===== src/hdl/spcr_map.svh =====
// spcr register map: offsets, field positions, reset values, counts
// assumes a 5-bit byte address on the register port
`ifndef SPCR_MAP_SVH
`define SPCR_MAP_SVH
// ----------------------------------------
// offsets
// ----------------------------------------
`define SPCR_OFF_CTL    5'h00
`define SPCR_OFF_DIV    5'h04
`define SPCR_OFF_STAT   5'h08
`define SPCR_OFF_RXD    5'h0C
`define SPCR_OFF_TXD    5'h10
// ----------------------------------------
// control_config fields
// ----------------------------------------
`define SPCR_C_RDSTART  15
`define SPCR_C_AUTOSEL  14
`define SPCR_C_WIRE     13:12
`define SPCR_C_ROLE     10
`define SPCR_C_SIZE     9:8
`define SPCR_C_CPOL     7
`define SPCR_C_CPHA     6
`define SPCR_C_ORDER    5
`define SPCR_C_SELLVL   4
`define SPCR_C_TXIE     3
`define SPCR_C_RXIE     2
`define SPCR_C_TXDE     1
`define SPCR_C_RXDE     0
`define SPCR_CTL_MASK   32'h0000_F7FF
`define SPCR_CTL_RST    32'h0000_00D0
`define SPCR_DIV_RST    10'h000
// ----------------------------------------
// status_flags fields
// ----------------------------------------
`define SPCR_S_TXE      9
`define SPCR_S_RXF      8
`define SPCR_S_TXF      7
`define SPCR_S_RXE      6
`define SPCR_S_TXERR    5
`define SPCR_S_RXERR    4
`define SPCR_S_BUSERR   3
`define SPCR_S_DONE     2
`define SPCR_S_TXP      1
`define SPCR_S_RXP      0
// ----------------------------------------
// counts
// ----------------------------------------
`define SPCR_BITS8      6'd8
`define SPCR_BITS16     6'd16
`define SPCR_BITS32     6'd32
`define SPCR_FIFO_W     32
`define SPCR_FIFO_D     32
`endif


===== src/hdl/spcr_pkg.sv =====
// spcr types: word size, wire mode, engine states
// assumes spcr_map.svh for all numeric positions
package spcr_pkg;
    typedef enum logic [1:0] {
        SPCR_SZ8 = 2'h0, SPCR_SZ16 = 2'h1, SPCR_SZ32 = 2'h2, SPCR_SZRSV = 2'h3
    } spcr_size_t;
    typedef enum logic [1:0] {
        SPCR_W1S = 2'h0, SPCR_W2S = 2'h1, SPCR_W1D = 2'h2, SPCR_W2D = 2'h3
    } spcr_wire_t;
    typedef enum logic [2:0] {
        SPCR_IDLE = 3'h1, SPCR_RUN = 3'h2, SPCR_DONE = 3'h4
    } spcr_state_t;
endpackage


===== src/hdl/spcr_fifo_if.sv =====
// spcr fifo carrier between the controller and its fifo instances
// assumes one clock domain shared by both ends
`timescale 1ns/1ns
interface spcr_fifo_if #(parameter int W = 32);
    logic         push;
    logic [W-1:0] pdata;
    logic         pop;
    logic         flush;
    logic [W-1:0] rdata;
    logic         full;
    logic         empty;
    modport fifo (input push, pdata, pop, flush, output rdata, full, empty);
    modport user (output push, pdata, pop, flush, input rdata, full, empty);
endinterface


===== src/hdl/spcr_top.sv =====
// spcr serial peripheral controller: registers, engine, select, fifos
// assumes link pins are asynchronous to mclk and slower than mclk/4
`timescale 1ns/1ns
`include "spcr_map.svh"
// Function
// (RULE1) read-start bit clears itself when the transfer completes; code clears it in master role only
// (RULE2) auto select drives select active in modes 0 and 2, single wire
// (RULE3) wire field: 00 single, 01 dual, 10 single ddr, 11 dual ddr
// (RULE4) size field: 8, 16 or 32 bit words, 11 reserved
// (RULE5) bit order field picks msb first or lsb first both ways
// (RULE6) master select output follows the level bit, reset high
// (RULE7) enables gate tx irq, rx irq, tx dma, rx dma requests
// (RULE8) master clock is bus clock over twice the divider
// (RULE9) slave ignores the divider and follows the incoming clock
// (RULE10) software never writes divider zero while in use
// (RULE11) fifo overflow sets the tx or rx error flag
// (RULE12) writing one to an error flag clears it and empties the fifo
// (RULE13) bus error flag set on error, cleared by writing one
// (RULE14) dma mode: done flag set when all data moved and clock idle
// (RULE15) cpu mode: done flag set after each word, write one clears
// (RULE16) tx and rx pending flags set on request, write one clears
// (RULE17) receive fifo is 32 bits wide, 32 deep
// (RULE18) role bit 0 is master, 1 is slave
// (RULE19) clock mode field sets polarity and phase, reset mode 3
// (RULE20) live fifo empty and full flags, empties read one at reset
// (RULE21) reading receive word pops, writing transmit word pushes
module spcr_top #(
    parameter int FW = `SPCR_FIFO_W,
    parameter int FD = `SPCR_FIFO_D
) (
    // clock and reset
    input  wire logic        mclk,
    input  wire logic        nrst,
    // register port
    input  wire logic [4:0]  addr,
    input  wire logic [31:0] wdata,
    input  wire logic        wr,
    input  wire logic        rd,
    output logic      [31:0] rdata,
    // system events
    input  wire logic        bus_fault,
    output logic             tx_irq,
    output logic             rx_irq,
    output logic             tx_drq,
    output logic             rx_drq,
    // serial link
    output logic             serial_clock_out,
    input  wire logic        sclk_in,
    output logic             select_out_n,
    input  wire logic        select_in_n,
    output logic             sdo,
    output logic             sdo_oe_n,
    input  wire logic        sdi
);
    // ----------------------------------------
    // reset and pin synchronisers
    // ----------------------------------------
    logic       rs1_q, rst_n;
    logic [2:0] p1_q, p2_q;
    logic       sclk_prev_q;
    always_ff @(posedge mclk or negedge nrst) begin
        if (!nrst) begin
            rs1_q <= 1'b0;
            rst_n <= 1'b0;
        end else begin
            rs1_q <= 1'b1;
            rst_n <= rs1_q;
        end
    end
    always_ff @(posedge mclk or negedge rst_n) begin
        if (!rst_n) begin
            p1_q        <= 3'h6;
            p2_q        <= 3'h6;
            sclk_prev_q <= 1'b1;
        end else begin
            p1_q        <= {sclk_in, select_in_n, sdi};
            p2_q        <= p1_q;
            sclk_prev_q <= p2_q[2];
        end
    end
    wire s_clk = p2_q[2];
    wire s_sel = p2_q[1];
    wire s_din = p2_q[0];

    // ----------------------------------------
    // registers and decode
    // ----------------------------------------
    logic [31:0] ctl_q;
    logic [9:0]  div_q;
    logic        txerr_q, rxerr_q, buserr_q, done_q, txp_q, rxp_q;
    spcr_pkg::spcr_state_t st_q, st_d;
    spcr_fifo_if #(.W(FW)) txf ();
    spcr_fifo_if #(.W(FW)) rxf ();

    function automatic logic hit(input logic [4:0] a, input logic [4:0] off);
        return a == off;
    endfunction
    wire wr_ctl  = wr & hit(addr, `SPCR_OFF_CTL);
    wire wr_div  = wr & hit(addr, `SPCR_OFF_DIV);
    wire wr_stat = wr & hit(addr, `SPCR_OFF_STAT);
    wire wr_txd  = wr & hit(addr, `SPCR_OFF_TXD);
    wire rd_rxd  = rd & hit(addr, `SPCR_OFF_RXD);

    wire       role_slave = ctl_q[`SPCR_C_ROLE];               // [RULE18]
    wire       cpol       = ctl_q[`SPCR_C_CPOL];               // [RULE19]
    wire       cpha       = ctl_q[`SPCR_C_CPHA];               // [RULE19]
    wire       lsb_first  = ctl_q[`SPCR_C_ORDER];
    wire       rd_start   = ctl_q[`SPCR_C_RDSTART];
    wire       dma_mode   = ctl_q[`SPCR_C_TXDE] | ctl_q[`SPCR_C_RXDE];
    wire spcr_pkg::spcr_wire_t wmode =
        spcr_pkg::spcr_wire_t'(ctl_q[`SPCR_C_WIRE]);
    wire       std_wire   = (wmode == spcr_pkg::SPCR_W1S);     // [RULE3]
    wire       auto_sel   = ctl_q[`SPCR_C_AUTOSEL] & ~cpha & std_wire; // [RULE2]
    wire spcr_pkg::spcr_size_t sz =
        spcr_pkg::spcr_size_t'(ctl_q[`SPCR_C_SIZE]);
    // reserved size falls back to 32 bits rather than stalling the engine
    wire [5:0] nbits = (sz == spcr_pkg::SPCR_SZ8)  ? `SPCR_BITS8 :
                       (sz == spcr_pkg::SPCR_SZ16) ? `SPCR_BITS16 :
                       `SPCR_BITS32;                           // [RULE4]

    // ----------------------------------------
    // shift engine
    // ----------------------------------------
    logic [31:0] txw_q, rxw_q;
    logic [5:0]  cnt_q;
    logic [9:0]  dcnt_q;
    logic        half_q, sclk_q, sdo_q;

    function automatic logic [4:0] bidx(input logic [5:0] c,
                                        input logic [5:0] n,
                                        input logic       lsb);
        logic [5:0] i;
        i = lsb ? c : (n - 6'd1 - c);
        return i[4:0];
    endfunction

    // divider zero is a software fault; it then toggles every cycle
    wire [9:0] dlim   = (div_q == 10'h000) ? 10'h000 : div_q - 10'h001; // [RULE10]
    wire       m_tick = (st_q == spcr_pkg::SPCR_RUN) & ~role_slave &
                        (dcnt_q >= dlim);                      // [RULE8]
    wire       s_chg  = (st_q == spcr_pkg::SPCR_RUN) & role_slave &
                        (s_clk ^ sclk_prev_q);                 // [RULE9]
    wire       lead   = role_slave ? (s_chg & (s_clk != cpol))
                                   : (m_tick & ~half_q);
    wire       trail  = role_slave ? (s_chg & (s_clk == cpol))
                                   : (m_tick & half_q);
    wire       smp    = cpha ? trail : lead;
    wire       last   = trail & (cnt_q == nbits - 6'd1);
    wire       m_go   = ~role_slave & (~txf.empty | rd_start);
    wire       s_go   = role_slave & ~s_sel;
    wire       start  = (st_q == spcr_pkg::SPCR_IDLE) & (m_go | s_go);
    wire [31:0] ldw   = txf.empty ? 32'h0000_0000 : txf.rdata;
    wire [5:0] oidx_c = cpha ? cnt_q : cnt_q + 6'd1;

    always_comb begin
        st_d = st_q;
        case (st_q)
            spcr_pkg::SPCR_IDLE: if (start) st_d = spcr_pkg::SPCR_RUN;
            spcr_pkg::SPCR_RUN: begin
                if (last) st_d = spcr_pkg::SPCR_DONE;
                else if (role_slave & s_sel) st_d = spcr_pkg::SPCR_IDLE;
            end
            spcr_pkg::SPCR_DONE: st_d = spcr_pkg::SPCR_IDLE;
            default: st_d = spcr_pkg::SPCR_IDLE;
        endcase
    end

    always_ff @(posedge mclk or negedge rst_n) begin
        if (!rst_n) begin
            st_q   <= spcr_pkg::SPCR_IDLE;
            txw_q  <= 32'h0000_0000;
            rxw_q  <= 32'h0000_0000;
            cnt_q  <= 6'h00;
            dcnt_q <= 10'h000;
            half_q <= 1'b0;
            sclk_q <= 1'b1;
            sdo_q  <= 1'b0;
        end else begin
            st_q   <= st_d;
            dcnt_q <= (m_tick | ~(st_q == spcr_pkg::SPCR_RUN)) ? 10'h000
                                                           : dcnt_q + 10'h001;
            if (start) begin
                txw_q  <= ldw;
                cnt_q  <= 6'h00;
                half_q <= 1'b0;
                sdo_q  <= ldw[bidx(6'h00, nbits, lsb_first)];  // [RULE5]
            end else begin
                if (m_tick) half_q <= ~half_q;
                if (smp) rxw_q[bidx(cnt_q, nbits, lsb_first)] <= s_din; // [RULE5]
                if (cpha ? lead : (trail & ~last))
                    sdo_q <= txw_q[bidx(oidx_c, nbits, lsb_first)];
                if (trail) cnt_q <= cnt_q + 6'h01;
            end
            // idle level follows polarity; master toggles on each tick
            if (st_q != spcr_pkg::SPCR_RUN) sclk_q <= cpol;    // [RULE19]
            else if (m_tick) sclk_q <= ~sclk_q;                // [RULE8]
        end
    end
    wire word_done = (st_q == spcr_pkg::SPCR_DONE);
    wire [31:0] rx_word = (sz == spcr_pkg::SPCR_SZ8)  ? {24'h0, rxw_q[7:0]} :
                          (sz == spcr_pkg::SPCR_SZ16) ? {16'h0, rxw_q[15:0]} :
                          rxw_q;

    // ----------------------------------------
    // fifos
    // ----------------------------------------
    wire tx_ovf = wr_txd & txf.full;                           // [RULE11]
    wire rx_ovf = word_done & rxf.full;                        // [RULE11]
    wire txclr  = wr_stat & wdata[`SPCR_S_TXERR];
    wire rxclr  = wr_stat & wdata[`SPCR_S_RXERR];
    assign txf.push  = wr_txd;                                 // [RULE21]
    assign txf.pdata = wdata;
    assign txf.pop   = start;
    assign txf.flush = txclr;                                  // [RULE12]
    assign rxf.push  = word_done;
    assign rxf.pdata = rx_word;
    assign rxf.pop   = rd_rxd;                                 // [RULE21]
    assign rxf.flush = rxclr;                                  // [RULE12]

    spcr_fifo #(.W(FW), .D(FD), .AW($clog2(FD))) u_txf (
        .clk   (mclk),
        .rst_n (rst_n),
        .f     (txf)
    );
    spcr_fifo #(.W(FW), .D(FD), .AW($clog2(FD))) u_rxf (     // [RULE17]
        .clk   (mclk),
        .rst_n (rst_n),
        .f     (rxf)
    );

    // ----------------------------------------
    // status flags: set beats a same-cycle clear
    // ----------------------------------------
    wire done_set = word_done & (~dma_mode | txf.empty); // [RULE14] [RULE15]
    wire [5:0] fset = {tx_ovf, rx_ovf, bus_fault, done_set,
                       txf.empty, ~rxf.empty};
    wire [5:0] fcur = {txerr_q, rxerr_q, buserr_q, done_q, txp_q, rxp_q};
    wire [5:0] fclr = {6{wr_stat}} & wdata[`SPCR_S_TXERR:`SPCR_S_RXP];
    wire [5:0] fnxt = fset | (fcur & ~fclr);                   // [RULE16]

    always_ff @(posedge mclk or negedge rst_n) begin
        if (!rst_n) begin
            ctl_q <= `SPCR_CTL_RST;
            div_q <= `SPCR_DIV_RST;
            {txerr_q, rxerr_q, buserr_q, done_q, txp_q, rxp_q} <= 6'h00;
        end else begin
            if (wr_ctl) ctl_q <= wdata & `SPCR_CTL_MASK;
            else if (word_done & ~role_slave)
                ctl_q[`SPCR_C_RDSTART] <= 1'b0;                // [RULE1]
            if (wr_div) div_q <= wdata[9:0];
            {txerr_q, rxerr_q, buserr_q, done_q, txp_q, rxp_q} <= fnxt; // [RULE13]
        end
    end

    // ----------------------------------------
    // read port and outputs
    // ----------------------------------------
    wire [31:0] stat_v = {22'h0, txf.empty, rxf.full, txf.full, rxf.empty,
                          fcur};                               // [RULE20]
    wire [31:0] rmux = hit(addr, `SPCR_OFF_CTL)  ? ctl_q :
                       hit(addr, `SPCR_OFF_DIV)  ? {22'h0, div_q} :
                       hit(addr, `SPCR_OFF_STAT) ? stat_v :
                       hit(addr, `SPCR_OFF_RXD)  ? rxf.rdata :
                       32'h0000_0000;
    wire busy   = (st_q != spcr_pkg::SPCR_IDLE);
    wire ss_nxt = role_slave ? 1'b1 :
                  auto_sel   ? ~busy :                         // [RULE2]
                  ctl_q[`SPCR_C_SELLVL];                       // [RULE6]
    wire [3:0] req = {txp_q, rxp_q, ~txf.full, ~rxf.empty} &
                     ctl_q[`SPCR_C_TXIE:`SPCR_C_RXDE];         // [RULE7]

    always_ff @(posedge mclk or negedge rst_n) begin
        if (!rst_n) begin
            rdata            <= 32'h0000_0000;
            {tx_irq, rx_irq, tx_drq, rx_drq} <= 4'h0;
            serial_clock_out <= 1'b1;
            select_out_n     <= 1'b1;
            sdo              <= 1'b0;
            sdo_oe_n         <= 1'b1;
        end else begin
            rdata            <= rd ? rmux : 32'h0000_0000;
            {tx_irq, rx_irq, tx_drq, rx_drq} <= req;
            serial_clock_out <= role_slave ? cpol : sclk_q;
            select_out_n     <= ss_nxt;
            sdo              <= sdo_q;
            sdo_oe_n         <= role_slave ? s_sel : 1'b0;
        end
    end

    // ----------------------------------------
    // checks
    // ----------------------------------------
    a_start_clear: assert property (@(posedge mclk) disable iff (!rst_n) // [RULE1]
        word_done && !role_slave && !wr_ctl |=> !rd_start)
        else $error("read start not cleared after transfer");
    a_sel_level: assert property (@(posedge mclk) disable iff (!rst_n) // [RULE6]
        !role_slave && !auto_sel |=>
        select_out_n == $past(ctl_q[`SPCR_C_SELLVL]))
        else $error("select output does not follow level bit");
    a_auto_sel: assert property (@(posedge mclk) disable iff (!rst_n) // [RULE2]
        !role_slave && auto_sel && busy |=> !select_out_n)
        else $error("auto select not active during transfer");
    a_clk_idle: assert property (@(posedge mclk) disable iff (!rst_n) // [RULE19]
        st_q == spcr_pkg::SPCR_IDLE && $stable(cpol) && !wr_ctl |=> ##1
        serial_clock_out == $past(cpol, 2))
        else $error("serial clock not at idle polarity");
    a_rx_ovf: assert property (@(posedge mclk) disable iff (!rst_n) // [RULE11]
        rx_ovf |=> rxerr_q) else $error("rx overflow not flagged");
    a_err_flush: assert property (@(posedge mclk) disable iff (!rst_n) // [RULE12]
        txclr && !tx_ovf |=> !txerr_q && txf.empty)
        else $error("tx error clear did not empty fifo");
    a_bus_err: assert property (@(posedge mclk) disable iff (!rst_n) // [RULE13]
        bus_fault |=> buserr_q[*2]) else $error("bus error flag lost");
    a_done_cpu: assert property (@(posedge mclk) disable iff (!rst_n) // [RULE15]
        word_done && !dma_mode |=> done_q)
        else $error("done flag missing after word");
    a_irq_gate: assert property (@(posedge mclk) disable iff (!rst_n) // [RULE7]
        !ctl_q[`SPCR_C_TXIE] ##1 !ctl_q[`SPCR_C_TXIE] |-> !tx_irq)
        else $error("tx irq raised while disabled");
    a_div_rate: assert property (@(posedge mclk) disable iff (!rst_n) // [RULE8]
        m_tick && div_q > 10'h001 && !wr_div |=> !m_tick)
        else $error("serial clock faster than divider allows");
endmodule // spcr_top


===== src/hdl/spcr_fifo.sv =====
// spcr word fifo in flip-flops
// pops while empty are ignored; pushes while full are dropped
`timescale 1ns/1ns
module spcr_fifo #(
    parameter int W  = 32,
    parameter int D  = 32,
    parameter int AW = 5
) (
    // clock and reset
    input wire logic clk,
    input wire logic rst_n,
    // fifo port
    spcr_fifo_if.fifo f
);
    logic [W-1:0]  mem_q [D];
    logic [AW-1:0] wp_q;
    logic [AW-1:0] rp_q;
    logic [AW:0]   cnt_q;
    wire           do_push = f.push & ~f.full;
    wire           do_pop  = f.pop & ~f.empty;

    assign f.full  = (cnt_q == (AW+1)'(D));
    assign f.empty = (cnt_q == '0);
    assign f.rdata = mem_q[rp_q];

    always_ff @(posedge clk or negedge rst_n) begin
        if (!rst_n) begin
            wp_q  <= '0;
            rp_q  <= '0;
            cnt_q <= '0;
        end else if (f.flush) begin
            wp_q  <= '0;
            rp_q  <= '0;
            cnt_q <= '0;
        end else begin
            if (do_push) wp_q <= (wp_q == AW'(D-1)) ? '0 : wp_q + 1'b1;
            if (do_pop)  rp_q <= (rp_q == AW'(D-1)) ? '0 : rp_q + 1'b1;
            cnt_q <= cnt_q + (AW+1)'(do_push) - (AW+1)'(do_pop);
        end
    end

    always_ff @(posedge clk) begin
        if (do_push) mem_q[wp_q] <= f.pdata;
    end

    a_fifo_flush: assert property (@(posedge clk) disable iff (!rst_n)
        f.flush |=> f.empty) else $error("fifo not empty after flush");
endmodule // spcr_fifo


===== config.mk =====
export PLATFORM = sky130hd
export DESIGN_NAME = spcr_top
export DESIGN_NICKNAME = d
export VERILOG_FILES = /design/src/hdl/spcr_pkg.sv /design/src/hdl/spcr_fifo_if.sv /design/src/hdl/spcr_top.sv /design/src/hdl/spcr_fifo.sv
export VERILOG_INCLUDE_DIRS = /design/src /design/src/hdl
export SDC_FILE = /design/constraint.sdc
export NUM_CORES = 2
export LEC_CHECK = 0
export BUFFER_PORTS_ARGS = -buffer_cell sky130_fd_sc_hd__buf_2
export CORE_UTILIZATION = 60
export CTS_CLUSTER_DIAMETER = 120
export DETAILED_ROUTE_END_ITERATION = 10
export PLACE_DENSITY_LB_ADDON = 0.08
export SYNTH_ARGS = -nofsm -noshare
export SYNTH_HDL_FRONTEND = slang
export SYNTH_SLANG_ARGS = --single-unit

===== constraint.sdc =====
create_clock -name mclk -period 10.75 [get_ports mclk]
set_input_delay 1.075 -clock mclk [delete_from_list [all_inputs] [get_ports mclk]]
set_output_delay 1.075 -clock mclk [all_outputs]
set_load 0.005 [all_outputs]

==> summary.txt <==
Pwr per Cell Area -> 218 nW/um^2
CTS sink count -> 2246
Row count -> 140
Outcome -> finished clean
Layout cell share with drive strength beyond 1 -> 26.6%
Worst Path Required -> 11470 ps
Pleak -> 32.1 nW
Synth Instances -> 4233
Initial antenna violation count -> 9
Largest net degree at the start of global routing -> 155
# setup viols final -> 0
DPL Wire Length -> 114 mm
Syn avg cell area -> 20.8 sq um
Initial Util -> 60.5%
Seq/Total Area, Yosys -> 75.4%
Critical path launch point -> u_rxf.rp_q[1]
Slew @ Worst Pin -> 1190 ps
Post-CTS Hold Buffers -> 1
Vert. Die Dim -> 385 um
DRC Markers -> 0
Die area -> 148000 sq um
Number of max-cap violations -> 0
Ys Warns -> 0
CTS tree -> built
Number of flops mapped to enable cells by yosys -> 2048
Min-Delay Path Class -> in2reg
Routability cong. -> 0.814
CP Data Arrival Time -> 5290 ps
Reg-to-Reg Start -> u_rxf.rp_q[1]
Hold_ws -> 333 ps
DR vias -> 43800
Yosys cell types -> 76
Fraction of registers with async set/reset -> 8.82%
Setup tns final -> 0 ps
Vias in the first global route -> 43600
Global route overflow -> 0
Layout fillers -> 9407
Slew headroom -> 20.4%
WS Path Type -> reg2reg
Die W -> 385 um
Top post-synthesis cells by area -> edfxtp_1, mux4_2, dfrtp_1, mux2i_1, o21ai_0
CP Launch Type -> register
Worst-path maximum fanout -> 154
Synthesized cell area -> 88100 sq um
Post-synth top area share -> 69.8%
Io pins -> 85
Htree depth -> 4
Dominant cell type by area after synthesis -> edfxtp_1
Pre-antenna DRT Iters -> 6
Final net count -> 4516
Initial DRC count -> 5362
CP Capture Type -> register
IO buf count -> 84
Root buf cell -> clkbuf_16
Clk slew on worst S/H paths -> 60 ps
List of most frequent post-synthesis cells -> edfxtp_1, mux4_2, dfrtp_1
Vias per cell -> 6.70
Core area -> 146000 sq um
Period minus WS final -> 4570 ps
Peak supply drop -> 0.000193 V
Final Skew -> 24.0 ps
Clock latency on the worst-skew pair -> 840 ps
Register bit total from synthesis -> 2246
RSZ-0062 raised after global routing -> no
Post-cts gate resize count -> 0
Final hold vios -> 0
Avg WL per Cell -> 32.8 um
Global-route wire length before repair -> 309 mm
Hold Startpoint -> select_in_n
Most used flip-flop cell after synthesis -> edfxtp_1
CTS Buf Count -> 218
Most common cell in the synthesized netlist -> edfxtp_1
Max frequency -> 219 MHz
Postcts setup bufs -> 0
Final ANT Viol Nets -> 0
Area grow syn2layout -> 11.4%
Max Root-Sink Buffers -> 3
Pins Over Slew Limit -> 0
GRT Util Overall -> 29.6%
Period utilization -> 42.5%
Mapped Nets -> 4328
Routed WL -> 214 mm
==> cells by family after synthesis <==
group	synth area share, %
simple gates	2.52
flops	75.4
buf+inv	1.38
xor+xnor	0.424
other cells	0.00425
compound gates	2.58
mux	16.9
fa+ha+maj	0.727
==> layout by cell type, fill, tap and decap left out, types with 64 or more instances in the layout <==
| cell type | count |
|---|---|
| clkbuf_16 | 223 |
| dfrtp_1 | 174 |
| clkbuf_1 | 75 |
| buf_2 | 84 |
| edfxtp_1 | 2048 |
| mux4_2 | 531 |
| buf_4 | 100 |
| mux2i_1 | 180 |
| nand2_1 | 114 |
| a21oi_1 | 71 |
| nor2_4 | 64 |
| nor2_1 | 91 |
| nand3_1 | 75 |
| o21ai_0 | 147 |
==> path summary, 6_finish.rpt <==
| path | endpoint | slack [ps] | cells past startpoint |
|---|---|---|---|
| setup / recovery | rdata[8] | 6180 | 7 |
| hold / removal | p1_q[1] | 330 | 1 |
| setup reg to reg | rdata[8] | 6180 | 7 |
| hold reg to reg | rst_n | 360 | 0 |
| max in group asynchronous | u_rxf.rp_q[0] | 8210 | 2 |
| min in group asynchronous | rdata[27] | 400 | 0 |
==> state kept, by name, summed over array words and instances, names as in the netlist, 3 cells and up <==
register,cells
u_rxf.mem_q,1024
u_txf.mem_q,1024
rdata,32
rxw_q,32
txw_q,32
ctl_q,15
dcnt_q,10
div_q,10
cnt_q,6
u_rxf.cnt_q,6
u_txf.cnt_q,6
u_rxf.rp_q,5
u_rxf.wp_q,5
u_txf.rp_q,5
u_txf.wp_q,5
p1_q,3
p2_q,3
st_q,3
==> layout make-up <==
cell class / count / area [sq um] / area share [%]
clock buffer: 317 / 6120 / 6.24
clock inverter: 92 / 747 / 0.761
timing repair buffer: 191 / 1300 / 1.33
inverter: 39 / 146 / 0.149
multi-input combinational: 1725 / 21000 / 21.4
sequential: 2246 / 66500 / 67.7
antenna: 2 / 5.00 / 0.00510
tap: 1917 / 2400 / 2.44
==> layer usage <==
| layer | GRT usage (%) | vias to the layer above | part of all wire, % |
|---|---|---|---|
| li1 | - | 17800 | - |
| met1 | 46.2 | 23400 | 42 |
| met2 | 43.5 | 2217 | 46 |
| met3 | 6.15 | 286 | 10 |
| met4 | 6.68 | 2 | 1.9 |
| met5 | 0 | - | 0.0061 |
==> power by group <==
group | total, mW | internal [mW] | switching (mW) | leakage [nW]
registers | 10.0 | 9.67 | 0.328 | 21.4
clock network | 7.36 | 4.20 | 3.16 | 3.36
logic | 4.03 | 1.77 | 2.26 | 7.28
==> worst max-delay path: stages (launching register included) <==
cell	delay, ps
dfrtp_4	890
buf_12	680
buf_4	860
mux4_2	420
mux4_2	470
mux2i_1	450
o21ai_0	150
o211a_1	160
==> metrics by stage <==
stage	worst slack [ps]	power, mW	util (%)	std cells	instance area (sq um)
after floorplan	4850	13.0	-	4233	88100
after global placement	6120	14.2	62.7	6117	91300
after detailed placement	5980	14.2	62.7	6117	91300
after CTS	6140	21.5	67.4	6527	98200
after global routing	5970	22.1	67.4	6527	98200
final	6180	21.4	67.4	6529	98200
(Power assumes the default switching activity.)
